[config.mk]
export PLATFORM = sky130hd
export DESIGN_NAME = temp_sensor_core
export DESIGN_NICKNAME = d
export VERILOG_FILES = /design/src/temp_sensor_pkg.sv /design/src/temp_sensor_core.sv
export SDC_FILE = /design/constraint.sdc
export NUM_CORES = 1
export LEC_CHECK = 0
export ABC_AREA = 1
export BUFFER_PORTS_ARGS = -buffer_cell sky130_fd_sc_hd__buf_2
export CELL_PAD_IN_SITES_DETAIL_PLACEMENT = 1
export CELL_PAD_IN_SITES_GLOBAL_PLACEMENT = 1
export CORE_ASPECT_RATIO = 0.5
export CORE_MARGIN = 8
export CORE_UTILIZATION = 25
export DETAILED_ROUTE_END_ITERATION = 10
export GPL_TIMING_DRIVEN = 0
export PLACE_DENSITY = 0.46
export SETUP_SLACK_MARGIN = 0.1
export SYNTH_ARGS = -nofsm -noshare
export SYNTH_HDL_FRONTEND = slang
export SYNTH_SLANG_ARGS = --single-unit
[constraint.sdc]
create_clock -name i_ref_clk -period 2.1 [get_ports i_ref_clk]
set_clock_uncertainty 0.15 [all_clocks]
set_input_delay 0.42 -clock i_ref_clk [delete_from_list [all_inputs] [get_ports i_ref_clk]]
set_output_delay 0.42 -clock i_ref_clk [all_outputs]
set_load 0.03 [all_outputs]
[src/temp_sensor_pkg.sv]
// Constants shared by the temperature sensor conversion and register logic.
// Assumes a 100 MHz reference clock; long counts are overridable by module parameters.
package temp_sensor_pkg;

  // ****************************************************************
  // Timing
  // ****************************************************************
  localparam int CLK_MHZ       = 100;
  localparam int CONV_TIME_US  = 27000;   // Typical conversion time.
  localparam int IDLE1_TIME_US = 28500;   // Rate 1: 18 Hz period less one conversion.
  localparam int IDLE2_TIME_US = 84000;   // Rate 2: 9 Hz period less one conversion.
  localparam int IDLE3_TIME_US = 223000;  // Rate 3: 4 Hz period less one conversion.
  localparam int CONV_CYCLES   = CONV_TIME_US * CLK_MHZ;
  localparam int IDLE1_CYCLES  = IDLE1_TIME_US * CLK_MHZ;
  localparam int IDLE2_CYCLES  = IDLE2_TIME_US * CLK_MHZ;
  localparam int IDLE3_CYCLES  = IDLE3_TIME_US * CLK_MHZ;

  // ****************************************************************
  // Register select codes, reset values and field positions
  // ****************************************************************
  localparam logic [1:0]  SEL_TEMP      = 2'h0;
  localparam logic [1:0]  SEL_CFG       = 2'h1;
  localparam logic [1:0]  SEL_LOWER     = 2'h2;
  localparam logic [1:0]  SEL_UPPER     = 2'h3;
  localparam logic [7:0]  SELECT_RESET  = 8'h00;
  localparam logic [15:0] TEMP_RESET    = 16'h0000;
  localparam logic [15:0] CFG_RESET     = 16'h00FF;
  localparam logic [15:0] LOWER_RESET   = 16'h4B00;
  localparam logic [15:0] UPPER_RESET   = 16'h5000;
  localparam logic [7:0]  CFG_LOW_BYTE  = 8'hFF;
  localparam int          VALUE_LSB     = 4;
  localparam int          CFG_OS_BIT    = 15;
  localparam int          CFG_RATE_LSB  = 13;
  localparam int          CFG_FQ_LSB    = 11;
  localparam int          CFG_POL_BIT   = 10;
  localparam int          CFG_TM_BIT    = 9;
  localparam int          CFG_SD_BIT    = 8;
  localparam logic [7:0]  GC_ADDR       = 8'h00;
  localparam logic [7:0]  GC_RESET_BYTE = 8'h06;

  typedef enum logic [1:0] {CONV, IDLE, SHUT} conv_state_t;
  typedef enum logic [2:0] {S_IDLE, S_ADDR, S_ADDR_ACK, S_WRITE, S_WRITE_ACK, S_READ, S_READ_ACK} bus_state_t;

endpackage

[src/temp_sensor_core.sv]
// Conversion sequencer, pointer-addressed register file, two-wire slave and alert logic.
// Assumes the result input is a same-clock signed 12-bit sample; bus pins are asynchronous.
// Functional notes
// - Convert repeatedly by default; each result overwrites the previous one.
// - Rate field selects 37, 18, 9 or 4 Hz; reset value zero.
// - Conversion takes 27 ms; slower rates idle the selected delay afterwards.
// - At rate zero a new conversion starts right after the previous.
// - After reset or general-call reset a conversion starts at once.
// - Shutdown request finishes the running conversion, then stops converting.
// - Shutdown request zero, its reset value, means continuous conversion.
// - Rising shutdown clears alert and fault counter; rewriting one does not.
// - While shut down, one-shot write runs exactly one conversion, then returns.
// - Configuration reads always show zero in the one-shot bit.
// - Master writes a select byte; its two low bits pick the register.
// - Select register is write-only and resets to temperature.
// - Result is 12 bits in 15..4; low nibble reads zero.
// - Configuration resets to 00FFh; low byte is read-only FFh.
// - Fault depth field needs 1, 2, 4 or 6 consecutive faults.
// - Level-sense bit sets alert polarity: zero active low, one active high.
// - Trip-style bit: zero comparator behaviour, one interrupt behaviour.
// - Lower limit is 12 bits in 15..4, reset 4B00h, low nibble zero.
// - Upper limit is 12 bits in 15..4, reset 5000h, low nibble zero.
`timescale 1ns/1ps
module temp_sensor_core
  import temp_sensor_pkg::*;
#(
  parameter int         CONV_CYC    = CONV_CYCLES,
  parameter int         IDLE1_CYC   = IDLE1_CYCLES,
  parameter int         IDLE2_CYC   = IDLE2_CYCLES,
  parameter int         IDLE3_CYC   = IDLE3_CYCLES,
  parameter int         CNT_W       = 25,
  parameter logic [3:0] BUS_ADDR_HI = 4'h9
) (
  input  wire logic        i_ref_clk,
  input  wire logic        i_rstn,
  input  wire logic        i_scl,
  input  wire logic        i_sda,
  output wire logic        o_sda_o,
  output wire logic        o_sda_oe,
  input  wire logic [2:0]  i_addr_pins,
  input  wire logic [11:0] i_adc_sample,
  output wire logic        o_conv_active,
  output wire logic        o_alert_o,
  output wire logic        o_alert_oe
);

  // ****************************************************************
  // State
  // ****************************************************************
  typedef struct packed {
    logic scl_m, scl_s, scl_p, sda_m, sda_s, sda_p;
    logic [2:0]       adr_m;
    logic [2:0]       adr_s;
    bus_state_t       bst;
    logic [3:0]       bcnt;
    logic [7:0]       sh;
    logic [1:0]       bidx;
    logic             rw;
    logic             gc;
    logic [15:0]      tx;
    logic             sda_oe;
    logic [7:0]       sel;
    conv_state_t      cst;
    logic [CNT_W-1:0] tmr;
    logic             os_pend;
    logic [1:0]       rate;
    logic [1:0]       fq;
    logic             alarm_level_sense, tm, sd;
    logic [11:0]      temp, lo, hi;
    logic [2:0]       faults;
    logic             alert;
    logic             arm_hi;
  } state_t;

  localparam state_t ST_RESET = '{scl_m: 1'b1, scl_s: 1'b1, scl_p: 1'b1, sda_m: 1'b1, sda_s: 1'b1,
    sda_p: 1'b1, adr_m: 3'h0, adr_s: 3'h0, bst: S_IDLE, bcnt: 4'h0, sh: 8'h00, bidx: 2'h0, rw: 1'b0,
    gc: 1'b0, tx: 16'h0000, sda_oe: 1'b0, sel: SELECT_RESET, cst: CONV, tmr: CNT_W'(CONV_CYC - 1),
    os_pend: 1'b0, rate: CFG_RESET[CFG_RATE_LSB +: 2], fq: CFG_RESET[CFG_FQ_LSB +: 2],
    alarm_level_sense: CFG_RESET[CFG_POL_BIT], tm: CFG_RESET[CFG_TM_BIT], sd: CFG_RESET[CFG_SD_BIT],
    temp: TEMP_RESET[15:VALUE_LSB], lo: LOWER_RESET[15:VALUE_LSB], hi: UPPER_RESET[15:VALUE_LSB],
    faults: 3'h0, alert: 1'b0, arm_hi: 1'b1};

  state_t r, n;

  // ****************************************************************
  // Decoding helpers
  // ****************************************************************
  // Read view of a register; reserved bits and the one-shot bit are forced here.
  function automatic logic [15:0] reg_read(input logic [1:0] s_idx, input state_t s);
    logic [15:0] v;
    v = 16'h0000;
    unique case (s_idx)
      SEL_TEMP:  v = {s.temp, 4'h0};
      SEL_CFG:   v = {1'b0, s.rate, s.fq, s.alarm_level_sense, s.tm, s.sd, CFG_LOW_BYTE};
      SEL_LOWER: v = {s.lo, 4'h0};
      SEL_UPPER: v = {s.hi, 4'h0};
    endcase
    return v;
  endfunction

  function automatic logic [2:0] fault_depth(input logic [1:0] q);
    logic [2:0] d;
    d = 3'h1;
    unique case (q)
      2'h0: d = 3'h1;
      2'h1: d = 3'h2;
      2'h2: d = 3'h4;
      2'h3: d = 3'h6;
    endcase
    return d;
  endfunction

  function automatic logic [CNT_W-1:0] idle_load(input logic [1:0] q);
    logic [CNT_W-1:0] c;
    c = CNT_W'(IDLE1_CYC - 1);
    unique case (q)
      2'h0: c = CNT_W'(CONV_CYC - 1);
      2'h1: c = CNT_W'(IDLE1_CYC - 1);
      2'h2: c = CNT_W'(IDLE2_CYC - 1);
      2'h3: c = CNT_W'(IDLE3_CYC - 1);
    endcase
    return c;
  endfunction

  // Bus line events, taken from the second and third sampling stages only.
  wire logic scl_rise = r.scl_s & ~r.scl_p;
  wire logic scl_fall = ~r.scl_s & r.scl_p;
  wire logic bus_start = r.scl_s & r.scl_p & r.sda_p & ~r.sda_s;
  wire logic bus_stop = r.scl_s & r.scl_p & ~r.sda_p & r.sda_s;
  wire logic conv_end = (r.cst == CONV) && (r.tmr == '0);

  // ****************************************************************
  // Next-state logic
  // ****************************************************************
  // One process builds the whole next state; later assignments take priority.
  always_comb begin
    logic [15:0] rv;
    logic        gc_rst;
    logic        trip;
    logic [2:0]  nf;
    rv = reg_read(r.sel[1:0], r);
    gc_rst = 1'b0;
    trip = 1'b0;
    nf = r.faults + 3'h1;
    n = r;
    n.scl_m = i_scl;
    n.scl_s = r.scl_m;
    n.scl_p = r.scl_s;
    n.sda_m = i_sda;
    n.sda_s = r.sda_m;
    n.sda_p = r.sda_s;
    n.adr_m = i_addr_pins;
    n.adr_s = r.adr_m;

    // Two-wire slave; SDA only changes after SCL falls.
    unique case (r.bst)
      S_IDLE: ;
      S_ADDR: begin
        if (scl_rise) begin
          n.sh = {r.sh[6:0], r.sda_s};
          n.bcnt = r.bcnt + 4'h1;
        end else if (scl_fall && r.bcnt == 4'h8) begin
          if (r.sh[7:1] == {BUS_ADDR_HI, r.adr_s} || r.sh == GC_ADDR) begin
            n.sda_oe = 1'b1;
            n.rw = r.sh[0];
            n.gc = (r.sh == GC_ADDR);
            n.bst = S_ADDR_ACK;
          end else begin
            n.bst = S_IDLE;
          end
        end
      end
      S_ADDR_ACK: begin
        if (scl_fall) begin
          n.bcnt = 4'h0;
          if (r.rw) begin
            n.tx = rv;
            n.sda_oe = ~rv[15];
            n.bst = S_READ;
            if (r.tm) begin
              n.alert = 1'b0;
            end
          end else begin
            n.sda_oe = 1'b0;
            n.bst = S_WRITE;
          end
        end
      end
      S_WRITE: begin
        if (scl_rise) begin
          n.sh = {r.sh[6:0], r.sda_s};
          n.bcnt = r.bcnt + 4'h1;
        end else if (scl_fall && r.bcnt == 4'h8) begin
          n.sda_oe = 1'b1;
          n.bst = S_WRITE_ACK;
          if (r.bidx != 2'h3) begin
            n.bidx = r.bidx + 2'h1;
          end
          if (r.gc) begin
            gc_rst = (r.sh == GC_RESET_BYTE) && (r.bidx == 2'h0);
          end else if (r.bidx == 2'h0) begin
            n.sel = r.sh;
          end else if (r.bidx == 2'h1) begin
            // Upper byte; the result register ignores writes.
            unique case (r.sel[1:0])
              SEL_TEMP: ;
              SEL_CFG: begin
                n.rate = r.sh[CFG_RATE_LSB-8 +: 2];
                n.fq = r.sh[CFG_FQ_LSB-8 +: 2];
                n.alarm_level_sense = r.sh[CFG_POL_BIT-8];
                n.tm = r.sh[CFG_TM_BIT-8];
                n.sd = r.sh[CFG_SD_BIT-8];
                if (r.sh[CFG_OS_BIT-8] && r.sd) begin
                  n.os_pend = 1'b1;
                end
                if (r.sh[CFG_SD_BIT-8] && !r.sd) begin
                  n.faults = 3'h0;
                  n.alert = 1'b0;
                  n.arm_hi = 1'b1;
                end
              end
              SEL_LOWER: n.lo[11:4] = r.sh;
              SEL_UPPER: n.hi[11:4] = r.sh;
            endcase
          end else if (r.bidx == 2'h2) begin
            // Lower byte: only the limit nibbles are writable.
            if (r.sel[1:0] == SEL_LOWER) begin
              n.lo[3:0] = r.sh[7:4];
            end
            if (r.sel[1:0] == SEL_UPPER) begin
              n.hi[3:0] = r.sh[7:4];
            end
          end
        end
      end
      S_WRITE_ACK: begin
        if (scl_fall) begin
          n.sda_oe = 1'b0;
          n.bcnt = 4'h0;
          n.bst = S_WRITE;
        end
      end
      S_READ: begin
        if (scl_rise) begin
          n.bcnt = r.bcnt + 4'h1;
        end else if (scl_fall) begin
          n.tx = {r.tx[14:0], 1'b0};
          if (r.bcnt == 4'h8) begin
            n.sda_oe = 1'b0;
            n.bst = S_READ_ACK;
          end else begin
            n.sda_oe = ~r.tx[14];
          end
        end
      end
      S_READ_ACK: begin
        if (scl_rise && r.sda_s) begin
          n.bst = S_IDLE; // Master declined further bytes.
        end else if (scl_fall) begin
          n.bcnt = 4'h0;
          n.bidx[0] = ~r.bidx[0];
          n.tx = r.bidx[0] ? rv : r.tx;
          n.sda_oe = r.bidx[0] ? ~rv[15] : ~r.tx[15];
          n.bst = S_READ;
        end
      end
    endcase
    if (bus_start) begin
      n.bst = S_ADDR;
      n.bcnt = 4'h0;
      n.bidx = 2'h0;
      n.sda_oe = 1'b0;
    end else if (bus_stop) begin
      n.bst = S_IDLE;
      n.sda_oe = 1'b0;
    end

    // Conversion sequencer; a finished conversion wins over any clear above.
    unique case (r.cst)
      CONV: begin
        if (!conv_end) begin
          n.tmr = r.tmr - CNT_W'(1);
        end else begin
          n.temp = i_adc_sample;
          if (r.tm) begin
            trip = r.arm_hi ? ($signed(i_adc_sample) >= $signed(r.hi)) : ($signed(i_adc_sample) < $signed(r.lo));
          end else begin
            trip = r.alert ? ($signed(i_adc_sample) < $signed(r.lo)) : ($signed(i_adc_sample) >= $signed(r.hi));
          end
          n.faults = 3'h0;
          if (trip && nf >= fault_depth(r.fq)) begin
            n.alert = r.tm ? 1'b1 : ~r.alert;
            n.arm_hi = r.tm ? ~r.arm_hi : r.arm_hi;
          end else if (trip) begin
            n.faults = nf;
          end
          if (r.sd) begin
            n.cst = SHUT;
          end else if (r.rate == 2'h0) begin
            n.tmr = CNT_W'(CONV_CYC - 1);
          end else begin
            n.cst = IDLE;
            n.tmr = idle_load(r.rate);
          end
        end
      end
      IDLE: begin
        if (r.sd) begin
          n.cst = SHUT;
        end else if (r.tmr == '0) begin
          n.cst = CONV;
          n.tmr = CNT_W'(CONV_CYC - 1);
        end else begin
          n.tmr = r.tmr - CNT_W'(1);
        end
      end
      SHUT: begin
        if (r.os_pend || !r.sd) begin
          n.cst = CONV;
          n.os_pend = 1'b0;
          n.tmr = CNT_W'(CONV_CYC - 1);
        end
      end
    endcase

    // General-call reset restores registers and restarts conversion at once.
    if (gc_rst) begin
      n.sel = ST_RESET.sel;
      n.rate = ST_RESET.rate;
      n.fq = ST_RESET.fq;
      n.alarm_level_sense = ST_RESET.alarm_level_sense;
      n.tm = ST_RESET.tm;
      n.sd = ST_RESET.sd;
      n.lo = ST_RESET.lo;
      n.hi = ST_RESET.hi;
      n.faults = 3'h0;
      n.alert = 1'b0;
      n.arm_hi = 1'b1;
      n.os_pend = 1'b0;
      n.cst = CONV;
      n.tmr = ST_RESET.tmr;
    end
  end

  // State register; reset starts the first conversion immediately.
  always_ff @(posedge i_ref_clk or negedge i_rstn) begin
    if (!i_rstn) begin
      r <= ST_RESET;
    end else begin
      r <= n;
    end
  end

  // Open-drain drivers only ever pull low.
  assign o_sda_o = 1'b0;
  assign o_sda_oe = r.sda_oe;
  assign o_alert_o = 1'b0;
  assign o_alert_oe = r.alert ^ r.alarm_level_sense;
  assign o_conv_active = (r.cst == CONV);
endmodule

==> impl_metrics.json <==
{
  "finalHoldViolCount": 0,
  "die_h_microns": 142,
  "ff2ff_setup_slack_ns": -0.24,
  "p_leak_nw": 5.33,
  "worstSetupPathType": "reg -> reg",
  "drc_errors": 0,
  "drive_gt1_frac": 0.424,
  "dpl_worst_slack_ns": -0.786,
  "drt_wl_total_microns": 31100,
  "synth_common_cells": "nand2_1, inv_1, dfrtp_1",
  "critPathCapture": "r[61]",
  "first_iter_violations": 222,
  "track_usage": 0.165,
  "critPathLaunch": "r[129]",
  "grt_pass1_vias": 8212,
  "fin_area_sq_um": 12100,
  "synthesis.instances": 1066,
  "placed_cells": 1521,
  "synth_edf_count": 0,
  "status": "finished, violations left",
  "cp.required_ns": 2.30,
  "grt_first_pass_wirelength_microns": 48000,
  "synthFlopType": "dfrtp_1",
  "maxSlewViolCount": 0,
  "min_from": "i_adc_sample[3]",
  "critPathLaunchType": "register",
  "finalCritPeriodShare": 1.12,
  "fin_crit_ns": 2.34,
  "setup_slack_ns": -0.245,
  "ant_nets": 0,
  "cap_viol_max_count": 0,
  "worst_pin_slew_ns": 0.524,
  "antennaDiodeCount": 0,
  "io_pins": 24,
  "slew_headroom": 0.651,
  "wl_per_cell_microns": 18.6,
  "worstPathMaxFanout": 4,
  "cts_tree": "yes",
  "synth.avg_cell_area_sq_um": 7.43,
  "synthArstFlopShare": 1.00,
  "yosys_warnings": 0,
  "power_density_nw_per_um2": 719,
  "finalWeightedCongestion": 0.815,
  "synth_most_common_cell": "nand2_1",
  "rsz0062_at_grt": "true",
  "antenna_found_initial": 1,
  "io_buffers": 21,
  "synthTopCellsByArea": "dfrtp_1, nand2_1, dfstp_2",
  "violations": "negative setup slack",
  "r2r_start": "r[129]",
  "dp_hpwl_microns": 21400,
  "yosysUniqueCellTypes": 51,
  "fin_nets": 1292,
  "worst_hold_slack_ns": 0.104,
  "power_mw": 8.67,
  "viasPerCell": 4.71,
  "cts_made_buffers": 17,
  "num_rows": 46,
  "worstSetupEndpointType": "register",
  "critical_path_arrival_ns": 2.55,
  "grt_remaining_overflow": 0,
  "h-tree-depth": 4,
  "syn_area_sq_um": 7920,
  "clk_pin_slew_ns": 0.06,
  "r2r-end": "r[61]",
  "clkSinkCount": 126,
  "setup_viol": 80,
  "core-area_sq_um": 31400,
  "clockRootBuffer": "clkbuf_16",
  "yosysTopAreaCell": "dfrtp_1",
  "hold_class": "in -> reg",
  "grt_max_degree": 90,
  "vias": 7889,
  "fmax_mhz": 427,
  "fp.dieW_microns": 268,
  "drt-pass1-iter-count": 4,
  "reg2reg_depth": 15,
  "post_dp_cell_area_sq_um": 8700,
  "cts_max_path_buffers": 2,
  "insertion_delay_ns": 0.44,
  "ys_ff_latch": 126,
  "area_growth_syn_to_layout_pct": 52.2,
  "dieArea_sq_um": 38000,
  "synth-seq-area-share": 0.402,
  "synth.top_cell.area_share": 0.316,
  "start_util": 0.252,
  "stdcell_count": 1676,
  "irDropWorstVdd_mv": 0.534
}
## critical path, cell delays in order (launching register included)
cell	delay (ns)
dfstp_2	0.55
buf_6	0.12
nand2_8	0.05
nor3_4	0.21
buf_6	0.14
nand2_4	0.06
inv_4	0.08
nand2_4	0.08
inv_4	0.09
nor2_4	0.04
nand2_2	0.09
nand2_4	0.08
buf_4	0.15
buf_6	0.11
nor2_4	0.13
a31oi_1	0.11
## state kept, by name (all words and copies together), names as in the netlist
| register | count |
|---|---|
| r | 118 |
| n | 7 |
| o_sda_oe | 1 |
## cells in the final DEF (no fill, tap or decap), types with 21 or more instances in the layout
cell type / count
o21ai_0: 31
nor2_2: 21
nor2_1: 57
nand2_2: 65
nor2_4: 22
o21ai_2: 27
ha_1: 31
buf_2: 24
inv_2: 28
o21ai_1: 31
nand3_1: 38
a21oi_1: 29
nand2_4: 27
nand2_1: 188
buf_4: 79
buf_6: 39
inv_1: 112
dfrtp_1: 95
dfstp_2: 26
## cells by family (layout without fill, tap and decap cells)
kind of cell               after synthesis  after routing  synth area share
and+or+nand+nor                        505            506             0.272
AOI/OAI and AO/OA                      190            190             0.143
buffers and inverters                  180            356            0.0913
DFF                                    126            126             0.402
adders and majority gates               42             42            0.0664
xor gates and xnor gates                22             22            0.0243
other                                    1              2          0.000474
## repair_timing
| action | in CTS | in global routing |
|---|---|---|
| pin swaps | 90 | 69 |
| cloned | 5 | 4 |
| resized for setup | 336 | 154 |
| hold endpoints to repair | 25 | 0 |
| hold buffers | 6 | 0 |
| buffers inserted | 86 | 26 |
| setup endpoints to repair | 112 | 113 |
## layer usage
layer,part of all wire,routed length [microns],global-route usage,vias to the layer above
met5,0,0,0,-
met4,0.016,485,0.0493,0
met3,0.024,737,0.0332,40
met2,0.46,14200,0.254,66
met1,0.51,15700,0.231,3936
li1,-,-,-,3847
## through the flow
step                      TNS, ns  utilization
final                      -13.67        0.384
after global routing       -22.10        0.384
after CTS                   -8.99        0.358
after detailed placement   -51.58        0.277
after global placement    -232.16        0.276
after floorplan            -0.630            -
## report_power, final
group          internal (mW)  leakage (nW)  switching, mW
sequential              2.71          1.58          0.253
clock                   1.83         0.286           1.17
combinational           1.08          3.47           1.62
## cell type report
type	instances	area (sq um)
fill	3689	19400
clock buffer	22	474
inverter	151	601
clock inverter	10	113
buffer	27	319
sequential	126	3190
tap	432	541
multi-input combinational	762	5500
timing repair buffer	146	1320
## worst min-delay path by stage
stage | end | slack (ns) | cells after the start
6_report | r[32] | 0.10 | 3
5_1_grt | r[35] | 0.11 | 3
4_1_cts | r[32] | 0.07 | 3
3_5_place_dp | r[120] | 0.19 | 0
3_3_place_gp | r[120] | 0.19 | 0
2_1_floorplan | n[120] | -0.03 | 0
No activity file was read; power rests on OpenSTA's default activity.
